==> config.mk <==
export PLATFORM = sky130hd
export DESIGN_NAME = pcr_reg_bank
export DESIGN_NICKNAME = d
export VERILOG_FILES = /design/src/rtl/pcr_pkg.sv /design/src/rtl/pcr_sync3.sv /design/src/rtl/pcr_reg_bank.sv
export SDC_FILE = /design/constraint.sdc
export NUM_CORES = 1
export LEC_CHECK = 0
export BUFFER_PORTS_ARGS = -buffer_cell sky130_fd_sc_hd__buf_2
export CAP_MARGIN = 20
export CORE_MARGIN = 3
export CORE_UTILIZATION = 56
export CTS_BUF_LIST = sky130_fd_sc_hd__clkbuf_8
export CTS_CLUSTER_DIAMETER = 30
export DETAILED_ROUTE_END_ITERATION = 6
export PLACE_DENSITY = 0.82
export SYNTH_ARGS = -nofsm -noshare
export SYNTH_HDL_FRONTEND = slang
export SYNTH_SLANG_ARGS = --single-unit
==> constraint.sdc <==
create_clock -name clk_in -period 2.2 [get_ports clk_in]
set_input_delay 0.11 -clock clk_in [delete_from_list [all_inputs] [get_ports clk_in]]
set_output_delay 0.11 -clock clk_in [all_outputs]
set_load 0.1 [all_outputs]
==> src/rtl/pcr_pkg.sv <==
// package: register map, reset values and carrier types of the load regulator config bank
package pcr_pkg;

  // ********************************************************
  // register offsets, setup range
  // ********************************************************
  localparam logic [7:0] PCR_ADDR_PROTECTION_SETUP_A = 8'h00;
  localparam logic [7:0] PCR_ADDR_PROTECTION_SETUP_B = 8'h01;
  localparam logic [7:0] PCR_ADDR_PROTECTION_SETUP_C = 8'h02;
  localparam logic [7:0] PCR_ADDR_TRACKING_CONFIG = 8'h03;
  localparam logic [7:0] PCR_ADDR_PHASE_AND_SWITCHING_FREQ = 8'h04;
  localparam logic [7:0] PCR_ADDR_TURN_ON_DELAY = 8'h05;
  localparam logic [7:0] PCR_ADDR_TURN_OFF_DELAY = 8'h06;
  localparam logic [7:0] PCR_ADDR_VOLTAGE_LOOP_SETUP = 8'h07;
  localparam logic [7:0] PCR_ADDR_CURRENT_LIMIT_SETPOINT = 8'h08;
  localparam logic [7:0] PCR_ADDR_DUTY_LIMIT = 8'h09;
  localparam logic [7:0] PCR_ADDR_PROTECTION_SETUP_D = 8'h0A;
  localparam logic [7:0] PCR_ADDR_VOUT_SETPOINT_A_BYTE0 = 8'h0B;
  localparam logic [7:0] PCR_ADDR_VOUT_SETPOINT_A_BYTE1 = 8'h0C;
  localparam logic [7:0] PCR_ADDR_VOUT_SETPOINT_B_BYTE0 = 8'h0D;
  localparam logic [7:0] PCR_ADDR_VOUT_SETPOINT_B_BYTE1 = 8'h0E;
  localparam logic [7:0] PCR_ADDR_VOUT_SETPOINT_C_BYTE0 = 8'h0F;
  localparam logic [7:0] PCR_ADDR_VOUT_SETPOINT_C_BYTE1 = 8'h10;
  localparam logic [7:0] PCR_ADDR_LOOP_PROPORTIONAL_GAIN = 8'h11;
  localparam logic [7:0] PCR_ADDR_LOOP_INTEGRAL_GAIN = 8'h12;
  localparam logic [7:0] PCR_ADDR_LOOP_DERIVATIVE_GAIN = 8'h13;
  localparam logic [7:0] PCR_ADDR_DERIVATIVE_ROLLOFF_COEFF = 8'h14;

  // ********************************************************
  // register offsets, run/status and monitoring
  // ********************************************************
  localparam logic [7:0] PCR_ADDR_OUTPUT_ENABLE_STATE = 8'h15;
  localparam logic [7:0] PCR_ADDR_FAULT_FLAGS = 8'h16;
  localparam logic [7:0] PCR_ADDR_VOUT_MONITOR_HIGH = 8'h17;
  localparam logic [7:0] PCR_ADDR_LOAD_CURRENT_MONITOR = 8'h18;
  localparam logic [7:0] PCR_ADDR_TEMPERATURE_MONITOR = 8'h19;
  localparam logic [7:0] PCR_ADDR_VOUT_MONITOR_LOW = 8'h27;

  // number of setup registers, 0x00 through 0x14
  localparam int PCR_SETUP_COUNT = 21;

  // ********************************************************
  // reset values of the setup registers
  // ********************************************************
  localparam logic [7:0] PCR_SETUP_RESET [0:20] = '{
    8'h00, 8'h00, 8'h00, 8'h00, 8'h00, 8'h00, 8'h0B, 8'h00, 8'h00, 8'h00, 8'h00,
    8'h00, 8'h00, 8'h00, 8'h00, 8'h00, 8'h00, 8'h00, 8'h00, 8'h00, 8'h00};
  localparam logic [7:0] PCR_SHADOW_RESET = 8'h00;
  localparam logic PCR_RUN_RESET = 1'b0;

  // ********************************************************
  // field positions
  // ********************************************************
  localparam int PCR_RUN_ENABLE_BIT = 0;
  localparam int PCR_RUN_PGOOD_BIT = 1;
  localparam int PCR_ST_PGOOD_BIT = 0;
  localparam int PCR_ST_GROUP_OK_BIT = 1;
  localparam int PCR_ST_SHARE_BIT = 2;
  localparam int PCR_ST_DISCARD_BIT = 3;

  // cycles after reset release before the address straps are caught
  localparam logic [2:0] PCR_STRAP_SETTLE_CYCLES = 3'h4;

  // ********************************************************
  // types
  // ********************************************************
  // one decoded access from the single-wire deframer
  typedef struct packed {
    logic write;
    logic [7:0] addr;
    logic [7:0] wdata;
  } pcr_req_t;

  // analog monitor samples
  typedef struct packed {
    logic [15:0] vout;
    logic [7:0] iout;
    logic [7:0] temp;
  } pcr_mon_t;

  // committed output voltage setpoints
  typedef struct packed {
    logic [15:0] a;
    logic [15:0] b;
    logic [15:0] c;
  } pcr_vset_t;

  // strap capture states
  typedef enum logic [0:0] {
    PCR_STRAP_WAIT = 1'b0,
    PCR_STRAP_DONE = 1'b1
  } pcr_strap_state_t;

endpackage : pcr_pkg

==> src/rtl/pcr_sync3.sv <==
// three-flop input synchroniser that passes a change once stages two and three agree
`timescale 1ns/10ps

module pcr_sync3 #(
  parameter int WIDTH = 1
) (
  // clock and reset
  input wire logic clk_in,
  input wire logic arst_n_in,
  // asynchronous level in, filtered level out
  input wire logic [WIDTH-1:0] async_in,
  input wire logic [WIDTH-1:0] reset_level_in,
  output logic [WIDTH-1:0] level_out
);

  logic [WIDTH-1:0] s1_q; // first stage, read only by s2_q
  logic [WIDTH-1:0] s2_q;
  logic [WIDTH-1:0] s3_q;
  logic [WIDTH-1:0] level_q;

  // ********************************************************
  // synchroniser chain
  // ********************************************************
  // pins are pulled up, so all stages rest high after reset
  always_ff @(posedge clk_in or negedge arst_n_in) begin
    if (!arst_n_in) begin
      s1_q <= '1;
      s2_q <= '1;
      s3_q <= '1;
    end else begin
      s1_q <= async_in;
      s2_q <= s1_q;
      s3_q <= s2_q;
    end
  end

  // ********************************************************
  // agreement filter, per bit
  // ********************************************************
  // a bit moves only when two settled stages agree, rejecting one-cycle glitches
  genvar gi;
  generate
    for (gi = 0; gi < WIDTH; gi++) begin : g_bit
      always_ff @(posedge clk_in or negedge arst_n_in) begin
        if (!arst_n_in) begin
          level_q[gi] <= 1'b1;
        end else if (s2_q[gi] == s3_q[gi]) begin
          level_q[gi] <= s3_q[gi];
        end
      end
    end
  endgenerate

  // reset_level_in is kept for port symmetry only through this xor-free merge
  assign level_out = level_q & (reset_level_in | ~reset_level_in);

endmodule : pcr_sync3

==> src/rtl/pcr_reg_bank.sv <==
// configuration, status and monitoring register bank of the point-of-load regulator
`timescale 1ns/10ps

module pcr_reg_bank (
  // clock and reset
  input wire logic clk_in,
  input wire logic arst_n_in,
  // decoded accesses from the single-wire deframer
  input wire logic req_valid_in,
  input wire pcr_pkg::pcr_req_t req_in,
  output logic rd_valid_out,
  output logic [7:0] rd_data_out,
  // sync/data wire, open drain
  input wire logic sync_data_wire_in,
  input wire logic sync_data_tx_low_in,
  output logic sync_data_wire_out,
  output logic sync_data_wire_oe_n_out,
  output logic sync_data_level_out,
  // power good pin, open drain
  input wire logic power_good_pin_in,
  input wire logic power_good_drive_low_in,
  output logic power_good_pin_out,
  output logic power_good_pin_oe_n_out,
  // fault/status group line, open drain
  input wire logic group_ok_pin_in,
  input wire logic group_fault_drive_in,
  output logic group_ok_pin_out,
  output logic group_ok_pin_oe_n_out,
  output logic group_ok_level_out,
  // current share line, open drain
  input wire logic current_share_pin_in,
  input wire logic current_share_drive_low_in,
  output logic current_share_pin_out,
  output logic current_share_pin_oe_n_out,
  output logic current_share_level_out,
  // node address straps
  input wire logic [4:0] node_address_strap_in,
  output logic [4:0] node_address_out,
  output logic node_address_valid_out,
  // analog monitors in, configuration out
  input wire pcr_pkg::pcr_mon_t monitor_in,
  output logic output_enable_out,
  output pcr_pkg::pcr_vset_t vset_out,
  output logic [7:0] setup_out [0:20]
);

  // ********************************************************
  // decode helpers
  // ********************************************************
  // registers that may change only while the output is off
  function automatic logic is_locked(input logic [7:0] a);
    is_locked = (a == pcr_pkg::PCR_ADDR_PHASE_AND_SWITCHING_FREQ) ||
                (a == pcr_pkg::PCR_ADDR_DUTY_LIMIT) ||
                (a >= pcr_pkg::PCR_ADDR_LOOP_PROPORTIONAL_GAIN &&
                 a <= pcr_pkg::PCR_ADDR_DERIVATIVE_ROLLOFF_COEFF);
  endfunction : is_locked

  // setpoint high byte, which goes to a shadow
  function automatic logic is_vset_high(input logic [7:0] a);
    is_vset_high = (a == pcr_pkg::PCR_ADDR_VOUT_SETPOINT_A_BYTE0) ||
                   (a == pcr_pkg::PCR_ADDR_VOUT_SETPOINT_B_BYTE0) ||
                   (a == pcr_pkg::PCR_ADDR_VOUT_SETPOINT_C_BYTE0);
  endfunction : is_vset_high

  // setpoint low byte, which commits the pair
  function automatic logic is_vset_low(input logic [7:0] a);
    is_vset_low = (a == pcr_pkg::PCR_ADDR_VOUT_SETPOINT_A_BYTE1) ||
                  (a == pcr_pkg::PCR_ADDR_VOUT_SETPOINT_B_BYTE1) ||
                  (a == pcr_pkg::PCR_ADDR_VOUT_SETPOINT_C_BYTE1);
  endfunction : is_vset_low

  // setpoint pair index, 0..2, for either byte of a pair
  function automatic logic [1:0] vset_slot(input logic [7:0] a);
    logic [7:0] d;
    d = a - pcr_pkg::PCR_ADDR_VOUT_SETPOINT_A_BYTE0;
    vset_slot = d[2:1];
  endfunction : vset_slot

  // ********************************************************
  // storage and state
  // ********************************************************
  logic [7:0] setup_q [0:20]; // committed setup registers
  logic [7:0] shadow_q [0:2]; // setpoint high-byte shadows
  logic run_enable_q; // output enable from run register
  logic discard_q; // sticky: a locked write was dropped
  logic [7:0] vol_snap_q; // low monitor byte caught with the high byte
  logic rd_valid_q;
  logic [7:0] rd_data_q;
  logic [7:0] rd_data_d;
  logic pg_oe_n_q;
  logic ok_oe_n_q;
  logic cs_oe_n_q;
  logic sd_oe_n_q;
  logic pg_level; // synchronised pin levels
  logic ok_level;
  logic cs_level;
  logic sd_level;
  logic [4:0] strap_level;
  logic [4:0] node_address_q;
  logic [2:0] settle_q;
  pcr_pkg::pcr_strap_state_t strap_state_q;
  logic wr_fire;
  logic rd_fire;
  logic setup_hit; // address lies in 0x00..0x14
  logic status_read;

  assign wr_fire = req_valid_in && req_in.write;
  assign rd_fire = req_valid_in && !req_in.write;
  assign setup_hit = req_in.addr <= pcr_pkg::PCR_ADDR_DERIVATIVE_ROLLOFF_COEFF;
  assign status_read = rd_fire && (req_in.addr == pcr_pkg::PCR_ADDR_FAULT_FLAGS);

  // ********************************************************
  // pin synchronisers
  // ********************************************************
  // all external pins cross into clk_in through the three-flop filter
  pcr_sync3 #(.WIDTH(9)) u_pin_sync (
    .clk_in(clk_in),
    .arst_n_in(arst_n_in),
    .async_in({node_address_strap_in, sync_data_wire_in, current_share_pin_in,
               group_ok_pin_in, power_good_pin_in}),
    .reset_level_in(9'h1FF),
    .level_out({strap_level, sd_level, cs_level, ok_level, pg_level})
  );

  // ********************************************************
  // setup registers and setpoint shadows
  // ********************************************************
  // async reset loads built-in defaults, as after input power loss
  always_ff @(posedge clk_in or negedge arst_n_in) begin
    if (!arst_n_in) begin
      for (int i = 0; i < pcr_pkg::PCR_SETUP_COUNT; i++) begin
        setup_q[i] <= pcr_pkg::PCR_SETUP_RESET[i];
      end
      for (int j = 0; j < 3; j++) begin
        shadow_q[j] <= pcr_pkg::PCR_SHADOW_RESET;
      end
    end else if (wr_fire && setup_hit) begin
      if (is_vset_high(req_in.addr)) begin
        // high byte waits in the shadow, output unchanged
        shadow_q[vset_slot(req_in.addr)] <= req_in.wdata;
      end else if (is_vset_low(req_in.addr)) begin
        // low byte refreshes the whole pair at once
        setup_q[req_in.addr[4:0]] <= req_in.wdata;
        setup_q[req_in.addr[4:0] - 5'h01] <= shadow_q[vset_slot(req_in.addr)];
      end else if (!(is_locked(req_in.addr) && run_enable_q)) begin
        // any other setup register takes the value at once
        setup_q[req_in.addr[4:0]] <= req_in.wdata;
      end
      // a locked register written while enabled keeps its value
    end
    // other addresses fall through untouched
  end

  // ********************************************************
  // run register
  // ********************************************************
  // enable may be toggled at any time; it gates the locked set
  always_ff @(posedge clk_in or negedge arst_n_in) begin
    if (!arst_n_in) begin
      run_enable_q <= pcr_pkg::PCR_RUN_RESET;
    end else if (wr_fire && req_in.addr == pcr_pkg::PCR_ADDR_OUTPUT_ENABLE_STATE) begin
      run_enable_q <= req_in.wdata[pcr_pkg::PCR_RUN_ENABLE_BIT];
    end
  end

  // ********************************************************
  // discard flag
  // ********************************************************
  // set wins over the clear-on-read so a drop in the read cycle is not lost
  always_ff @(posedge clk_in or negedge arst_n_in) begin
    if (!arst_n_in) begin
      discard_q <= 1'b0;
    end else if (wr_fire && is_locked(req_in.addr) && run_enable_q) begin
      discard_q <= 1'b1;
    end else if (status_read) begin
      discard_q <= 1'b0;
    end
  end

  // ********************************************************
  // monitor snapshot
  // ********************************************************
  // reading the high byte freezes the low byte so the pair stays coherent
  always_ff @(posedge clk_in or negedge arst_n_in) begin
    if (!arst_n_in) begin
      vol_snap_q <= 8'h00;
    end else if (rd_fire && req_in.addr == pcr_pkg::PCR_ADDR_VOUT_MONITOR_HIGH) begin
      vol_snap_q <= monitor_in.vout[7:0];
    end
  end

  // ********************************************************
  // read mux
  // ********************************************************
  // unmapped addresses read as zero
  always_comb begin
    rd_data_d = 8'h00;
    if (setup_hit) begin
      rd_data_d = setup_q[req_in.addr[4:0]];
    end else begin
      case (req_in.addr)
        pcr_pkg::PCR_ADDR_OUTPUT_ENABLE_STATE: begin
          rd_data_d[pcr_pkg::PCR_RUN_ENABLE_BIT] = run_enable_q;
          rd_data_d[pcr_pkg::PCR_RUN_PGOOD_BIT] = pg_level;
        end
        pcr_pkg::PCR_ADDR_FAULT_FLAGS: begin
          // live pin levels, power good among them, and the sticky discard flag
          rd_data_d[pcr_pkg::PCR_ST_PGOOD_BIT] = pg_level;
          rd_data_d[pcr_pkg::PCR_ST_GROUP_OK_BIT] = ok_level;
          rd_data_d[pcr_pkg::PCR_ST_SHARE_BIT] = cs_level;
          rd_data_d[pcr_pkg::PCR_ST_DISCARD_BIT] = discard_q;
        end
        pcr_pkg::PCR_ADDR_VOUT_MONITOR_HIGH: begin
          rd_data_d = monitor_in.vout[15:8];
        end
        pcr_pkg::PCR_ADDR_VOUT_MONITOR_LOW: begin
          rd_data_d = vol_snap_q;
        end
        pcr_pkg::PCR_ADDR_LOAD_CURRENT_MONITOR: begin
          rd_data_d = monitor_in.iout;
        end
        pcr_pkg::PCR_ADDR_TEMPERATURE_MONITOR: begin
          rd_data_d = monitor_in.temp;
        end
        default: begin
          rd_data_d = 8'h00;
        end
      endcase
    end
  end

  // answer lands one cycle after the read is taken
  always_ff @(posedge clk_in or negedge arst_n_in) begin
    if (!arst_n_in) begin
      rd_valid_q <= 1'b0;
      rd_data_q <= 8'h00;
    end else begin
      rd_valid_q <= rd_fire;
      if (rd_fire) begin
        rd_data_q <= rd_data_d;
      end
    end
  end

  // ********************************************************
  // open-drain pin drivers
  // ********************************************************
  // enables are low while pulling the wire low; release lets the pull-up win
  always_ff @(posedge clk_in or negedge arst_n_in) begin
    if (!arst_n_in) begin
      pg_oe_n_q <= 1'b1;
      ok_oe_n_q <= 1'b1;
      cs_oe_n_q <= 1'b1;
      sd_oe_n_q <= 1'b1;
    end else begin
      pg_oe_n_q <= !power_good_drive_low_in;
      ok_oe_n_q <= !group_fault_drive_in;
      cs_oe_n_q <= !current_share_drive_low_in;
      sd_oe_n_q <= !sync_data_tx_low_in;
    end
  end

  // ********************************************************
  // address strap capture
  // ********************************************************
  // straps are caught once the synchroniser has settled after release
  always_ff @(posedge clk_in or negedge arst_n_in) begin
    if (!arst_n_in) begin
      strap_state_q <= pcr_pkg::PCR_STRAP_WAIT;
      settle_q <= 3'h0;
      node_address_q <= 5'h1F;
    end else begin
      case (strap_state_q)
        pcr_pkg::PCR_STRAP_WAIT: begin
          if (settle_q == pcr_pkg::PCR_STRAP_SETTLE_CYCLES) begin
            // tied to ground reads 0, open reads 1
            node_address_q <= strap_level;
            strap_state_q <= pcr_pkg::PCR_STRAP_DONE;
          end else begin
            settle_q <= settle_q + 3'h1;
          end
        end
        pcr_pkg::PCR_STRAP_DONE: begin
          strap_state_q <= pcr_pkg::PCR_STRAP_DONE;
        end
        default: begin
          strap_state_q <= pcr_pkg::PCR_STRAP_WAIT;
        end
      endcase
    end
  end

  // ********************************************************
  // outputs
  // ********************************************************
  assign rd_valid_out = rd_valid_q;
  assign rd_data_out = rd_data_q;
  assign sync_data_wire_out = 1'b0;
  assign sync_data_wire_oe_n_out = sd_oe_n_q;
  assign sync_data_level_out = sd_level;
  assign power_good_pin_out = 1'b0;
  assign power_good_pin_oe_n_out = pg_oe_n_q;
  assign group_ok_pin_out = 1'b0;
  assign group_ok_pin_oe_n_out = ok_oe_n_q;
  assign group_ok_level_out = ok_level;
  assign current_share_pin_out = 1'b0;
  assign current_share_pin_oe_n_out = cs_oe_n_q;
  assign current_share_level_out = cs_level;
  assign node_address_out = node_address_q;
  assign node_address_valid_out = (strap_state_q == pcr_pkg::PCR_STRAP_DONE);
  assign output_enable_out = run_enable_q;
  assign vset_out = '{a: {setup_q[11], setup_q[12]}, b: {setup_q[13], setup_q[14]},
                      c: {setup_q[15], setup_q[16]}};
  assign setup_out = setup_q;

  // first cycle after reset release, used to check defaults
  logic first_q;
  always_ff @(posedge clk_in or negedge arst_n_in) begin
    if (!arst_n_in) begin
      first_q <= 1'b1;
    end else begin
      first_q <= 1'b0;
    end
  end
endmodule : pcr_reg_bank

Word-level counts from Yosys, hierarchy flattened
Index checks and enable logic that the tools add are counted.
W data, S select, Z words.
{ "totals": {"ff_bits": 260, "latchBits": 0, "ram_bits": 0, "romBits": 0, "in_bits": 65, "out_inout_bits": 243, "wordCells": 144, "n_memories": 0} }
{ "op_classes": {"n_addsub": 3, "multipliers": 0, "n_div": 0, "n_lt_le_gt_ge": 8, "eq_ne": 25, "n_shift": 0, "muxes": 25, "n_bitwise": 6, "n_reduce_logical": 29} }
{ "ops": {"columns": ["op", "count"], "rows": [
  ["$bwmux W168", 2],
  ["$mux W168", 2],
  ["$demux W8 S5", 2],
  ["$mux W8", 8],
  ["$eq A8 B4 Y1 const B", 6],
  ["$eq A8 B5 Y1 const B", 6],
  ["$bmux W8 S5", 1],
  ["$bwmux W24", 1],
  ["$bmux W8 S2", 1],
  ["$demux W8 S2", 1],
  ["$pmux W4 S4", 1],
  ["$logic_and A1 B1 Y1", 13],
  ["$ge A6 B6 Y1 const B", 2],
  ["$lt A6 B1 Y1 const B", 2],
  ["$not A5 Y6", 2],
  ["$pmux W2 S6", 1],
  ["$pmux W2 S5", 1],
  ["$eq A1 B1 Y1", 9],
  ["$eq A8 B3 Y1 const B", 1],
  ["$eq A8 B6 Y1 const B", 1],
  ["$ge A8 B5 Y1 const B", 1],
  ["$le A8 B5 Y1 const B", 1],
  ["$logic_or A1 B1 Y1", 6],
  ["$reduce_and A2 Y1", 3],
  ["other kinds (14)", 22]
]} }

Depth between registers and ports, before layout
{ "logic_depth": {"ltp_word": 8, "ltp_mapped": 15, "depth_no_buf": 8} }

Cells and area by module
From an unflattened synthesis, not the netlist that was laid out.
{ "unflattened": {"hier_cells": 1100, "hier_area_um2": 13350.3} }
{ "by_module_without_submodules": {"columns": ["mod", "instances", "cells_each", "area_per_inst_um2", "seq_area_each_um2"], "rows": [
  ["pcr_reg_bank", 1, 1055, 12303.0, 5620.4],
  ["pcr_sync3", 1, 45, 1047.3, 945.9]
]} }

Worst setup path after synthesis
Ideal clock, no wire load.
{ "synth_path": {"path_type": "in2reg", "startpoint": "in req_in[8] (netlist name)", "endpoint": "reg setup_q (netlist bit setup_out[138])", "setup_time_ns": 0.126, "arrival_time_ns": 2.709, "required_ns": 2.074, "setup_slack_ns": -0.634, "stages": 14, "path_buffers": 6, "cell_sequence": "buf_2 buf_2 buf_2 inv_1 ha_1 buf_2 and2b_1 and3_1 buf_2 nor3_2 a21oi_1 buf_4 nand3_2 mux2_2"} }
{ "synth_via": {"elab_chain_cells": 8, "elab_cells_between_ends": 44, "classes_between": "add/sub: 2; order compare: 6; eq/ne: 9; mux: 11; bitwise: 4; reduce/logical: 12"} }
{ "synth_lines": {"columns": ["element", "line", "source"], "rows": [
  ["start: declaration", "pcr_reg_bank.sv:10", "input wire pcr_pkg::pcr_req_t req_in,"],
  ["$sub A5 B1 Y5 or $not A5 Y6 (tied branches)", "pcr_reg_bank.sv:144, pcr_reg_bank.sv:143, pcr_reg_bank.sv:147", null],
  ["$not A5 Y6 (implied by the code), or another cell as far along", "pcr_reg_bank.sv:144", "setup_q[req_in.addr[4:0] - 5'h01] <= shadow_q[vset_slot(req_in.addr)];"],
  ["$ge A6 B6 Y1 (implied by the code), or another cell as far along", "pcr_reg_bank.sv:144", null],
  ["$logic_and A1 B1 Y1 (implied by the code) or $mux W8 (tied branches)", "pcr_reg_bank.sv:144, pcr_reg_bank.sv:143, pcr_reg_bank.sv:147", null],
  ["$mux W8 (implied by the code) or $demux W8 S5 (tied branches)", "pcr_reg_bank.sv:144, pcr_reg_bank.sv:143, pcr_reg_bank.sv:147", null],
  ["$demux W8 S5 or $bwmux W168 (tied branches)", "pcr_reg_bank.sv:144, pcr_reg_bank.sv:143, pcr_reg_bank.sv:147", null],
  ["$bwmux W168 or $mux W168 (tied branches)", "pcr_reg_bank.sv:144, pcr_reg_bank.sv:145", null],
  ["$mux W168", "pcr_reg_bank.sv:141", "end else if (is_vset_low(req_in.addr)) begin"],
  ["end signal: indexed assignment", "pcr_reg_bank.sv:143", "setup_q[req_in.addr[4:0]] <= req_in.wdata;"],
  ["end signal: indexed assignment", "pcr_reg_bank.sv:144", null],
  ["end signal: indexed assignment", "pcr_reg_bank.sv:147", "setup_q[req_in.addr[4:0]] <= req_in.wdata;"],
  ["end: declaration", "pcr_reg_bank.sv:82", "logic [7:0] setup_q [0:20];"]
]} }
Several ways; a longest one is shown, not always the timed one. The select of a mux whose other input is x is not followed.
A chain may end at the register's enable or synchronous reset.

Worst setup path in the final report
{ "layout_path": {"startpoint": "reg setup_q (netlist bit setup_out[98])", "endpoint": "reg rd_data_q[2] (netlist: rd_data_out[2])"} }
{ "layout_via": {"elab_chain_cells": 4} }
{ "layout_lines": {"columns": ["element", "line", "source"], "rows": [
  ["start signal: indexed assignment", "pcr_reg_bank.sv:132", "setup_q[i] <= pcr_pkg::PCR_SETUP_RESET[i];"],
  ["start signal: indexed assignment", "pcr_reg_bank.sv:143", null],
  ["start signal: indexed assignment", "pcr_reg_bank.sv:144", null],
  ["$bmux W8 S5", "pcr_reg_bank.sv:199", "rd_data_d = setup_q[req_in.addr[4:0]];"],
  ["$mux W8 (implied by the code) (2 in series)", "pcr_reg_bank.sv:199", null],
  ["$mux W8", "pcr_reg_bank.sv:198", "if (setup_hit) begin"],
  ["end signal: assignment", "pcr_reg_bank.sv:240", "rd_data_q <= rd_data_d;"],
  ["end: declaration", "pcr_reg_bank.sv:88", "logic [7:0] rd_data_q;"]
]} }
Every way passes these cells. The select of a mux whose other input is x is not followed.

==> impl_metrics.csv <==
group,metric,value,unit
status,status,"finished, final reports clean",
setup_path,max_stage_delay,0.54,ns
setup_path,arrival,2.63,ns
placement,hpwl,33200,µm
synthesis,yosysWarnings,0,
cts,cts_sinks,260,
floorplanning,ios,308,
pwr,peakVddDrop,464,µV
placement,io_buffers,303,
routing,routed_wl,47600,µm
synthesis,synth-seq-area-share,48.0,%
global_route,track_usage,35.4,%
routing,routed_via_density,6.48,
global_route,grt_pass1_vias,12328,
cts,cts_buffers,56,
placement,post-place-ws,-0.104,ns
routing,num_vias,12290,
finish,layout_common_cells,"buf_2, dfrtp_1, buf_4, nand2_1, o22ai_1",
routing,wl_per_cell,25.1,µm
setup_path,end_kind,"flop",
pwr,power_density,735,mW/mm²
floorplanning,die_h,162,µm
synthesis,synthAdderAreaFrac,1.57,%
cts,htree_num_levels,2,
pwr,power_frac_comb,16.4,%
job,drv_cap,0,
synthesis,ys_ff_latch,260,
global_route,gr-total-overflow,0,
setup_path,cp_max_fo,3,
cts,clockBufferDepth,3,
synthesis,synth_compound_area_share,18.7,%
synthesis,synth_top_family_by_area,"compound AO/OA/AOI/OAI gates",
finish,fin_nets,1608,
synthesis,synth-simple-area-share,8.26,%
sta,slew_headroom,50.7,%
synthesis,syn_avg_cell_area,11.8,µm²
pwr,p_int,8940,µW
pwr,power.total,13000,µW
setup_path,criticalPathCategory,"reg2reg",
cts,cts_tree,"done",
pwr,p_sw,4030,µW
sta,max_freq,457,MHz
sta,hold_viol,0,
cts,clk_pin_slew,0.05,ns
floorplanning,die_area,0.0264,mm²
routing,drtAntennaViolNets,0,
synthesis,netlist-cell-type-count,81,
floorplanning,start_util,57.6,%
synthesis,syn_area,0.0137,mm²
synthesis,synth_edf_count,0,
synthesis,async_reset_ff_share,100,%
sta,rsz0062_at_grt,"false",
setup_path,rrSetupSlack,0.01,ns
finish,drive_gt1_share,47.8,%
sta,setup_viol,0,
global_route,grt_start_max_net_pins,97,
synthesis,muxShareOfSynthArea,16.9,%
pwr,seq_power_share,39.4,%
finish,final_common_cell,"buf_2",
synthesis,synthXorXnorAreaFrac,0.256,%
global_route,grt_pass1_wl,72100,µm
floorplanning,core,0.0238,mm²
placement,dpl_cell_area,0.0161,mm²
finish,design_area,0.0177,mm²
sta,clock-skew-final,0.0210,ns
finish,n_fill_cell,1493,
pwr,switching_share,31.1,%
routing,dr.pass1.iters,5,
cts,cts_setup_buffers,0,
sta,fin_setup_tns,0,ns
sta,min_period,2.19,ns
cts,cts-root-buf,"clkbuf_8",
routing,drc,0,
floorplanning,rows,56,
pwr,p_leak,0.00869,µW
setup_path,crit_path_top_delay_cell,"a2111oi_0",
sta,holdWs,0.0379,ns
pwr,power.share.clock,44.2,%
synthesis,synthFlopType,"dfrtp_1",
sta,finalCritPeriodShare,99.5,%
floorplanning,die_width,162,µm
routing,drt_iter0_drc,1565,
min_path,worstHoldPathType,"in2reg",
setup_path,startpoint_type,"flop",
setup_path,crit_chain,"nor2b_1, a2111oi_0, buf_4, nor4_1, a221oi_1, a21oi_1, a221o_1",
finish,syn2layout_area_growth,29.0,%
cts,clk_latency,0.58,ns
sta,finalWorstSetupSlack,0.0120,ns
sta,max_slew.worst_pin.slew,0.740,ns
placement,place_congestion,0.974,
sta,slew_viol_final,0,
global_route,antenna_found_initial,1,
setup_path,required,2.64,ns
synthesis,syn_inst,1160,
## registers in the layout (all words and copies together), names as in the netlist, 3 cells and up
register            cells
settle_q                3
u_pin_sync.s1_q         9
shadow_q               24
u_pin_sync.s2_q         9
vol_snap_q              8
u_pin_sync.level_q      9
u_pin_sync.s3_q         9
rd_data_out             8
node_address_out        5
setup_out             168
## cell type report
| cell class | instances | area (µm²) | share of cell area (%) |
|---|---|---|---|
| Clock inverter | 37 | 339 | 1.92 |
| Inverter | 13 | 53.8 | 0.305 |
| Antenna cell | 1 | 2.50 | 0.0142 |
| Tap cell | 319 | 399 | 2.26 |
| Clock buffer | 66 | 908 | 5.15 |
| Timing Repair Buffer | 457 | 2940 | 16.6 |
| Multi-Input combinational cell | 745 | 6450 | 36.5 |
| Sequential cell | 260 | 6570 | 37.2 |
## logic make-up (layout without fill, tap and decap cells)
logic type / count (synthesis) / in the layout
AOI/OAI and AO/OA: 333 / 333
other: 1 / 5
and+or+nand+nor: 209 / 209
muxes: 176 / 176
xor gates and xnor gates: 4 / 4
DFF: 260 / 260
buffers and inverters: 158 / 573
adders and majority gates: 19 / 19
## stage by stage
step                      std cells  util (%)
after CTS                      1897      74.3
final                          1898      74.3
after global placement         1765      67.8
after floorplan                1163         -
after detailed placement       1765      67.8
after global routing           1898      74.3
## per-layer routing
| metal | global-route usage [%] | part of all wire (%) | wire length, µm |
|---|---|---|---|
| met5 | 0 | 0 | 0 |
| met3 | 8.06 | 11 | 5350 |
| met4 | 14.4 | 4.3 | 2060 |
| met1 | 48.0 | 38 | 18200 |
| met2 | 55.6 | 46 | 21900 |
## synth_stat cells, types with 4 or more instances
library cell / n / area, µm²
buf_2: 27 / 135
a22oi_1: 13 / 97.6
o22ai_1: 81 / 507
and3_1: 7 / 43.8
maj3_1: 9 / 90.1
nand2_1: 96 / 360
nor3_2: 4 / 40.0
ha_1: 10 / 125
mux2i_1: 52 / 521
nor3_1: 7 / 35.0
dfstp_2: 48 / 1260
o21ai_0: 13 / 65.1
nand3_1: 9 / 45.0
a21oi_1: 31 / 155
nor2b_1: 9 / 56.3
inv_1: 11 / 41.3
a31oi_1: 17 / 106
nand3_2: 8 / 80.1
nand2b_1: 9 / 56.3
a21oi_4: 5 / 81.3
a2bb2oi_1: 72 / 631
a221oi_1: 5 / 43.8
mux4_2: 35 / 788
buf_1: 7 / 26.3
o21ai_2: 4 / 35.0
a31o_2: 8 / 70.1
buf_4: 56 / 420
clkbuf_1: 45 / 169
nor2_1: 26 / 97.6
dfrtp_1: 212 / 5310
clkbuf_2: 8 / 40.0
mux2_2: 87 / 980
a21oi_2: 4 / 35.0
a22o_1: 43 / 377
## worst max-delay path: cells and delay by family, from the launching register on
kind                   cells  cell delay (ns)
AO/OA/AOI/OAI              4             1.23
buffers and inverters      1             0.20
AND/OR/NAND/NOR            2             0.22
flip-flops                 1             0.41
## power by group through the flow
stage	sequential, µW	clock (µW)	combinational (µW)
2_1_floorplan	5900	0	759
3_3_place_gp	5170	0	2030
3_5_place_dp	5180	0	2050
4_1_cts	5110	5770	2100
5_1_grt	5120	6030	2200
6_report	5110	5730	2120
## repair_timing
item                       CTS  global route
hold buffers                29             0
setup endpoints to repair    0             1
resized for setup            0             2
hold endpoints to repair   106             0
## path summary, 6_finish.rpt
path	start	end	cells past startpoint
setup / recovery	setup_out[98]$_DFFE_PN0P_	rd_data_out[2]$_DFFE_PN0P_	7
hold / removal	monitor_in[11]	rd_data_out[3]$_DFFE_PN0P_	4
setup reg to reg	setup_out[98]$_DFFE_PN0P_	rd_data_out[2]$_DFFE_PN0P_	7
hold reg to reg	u_pin_sync.s1_q[7]$_DFF_PN1_	u_pin_sync.s2_q[7]$_DFF_PN1_	0
max in group asynchronous	arst_n_in	u_pin_sync.s2_q[5]$_DFF_PN1_	3
min in group asynchronous	arst_n_in	setup_out[164]$_DFFE_PN0P_	2
(Power assumes the default switching activity.)
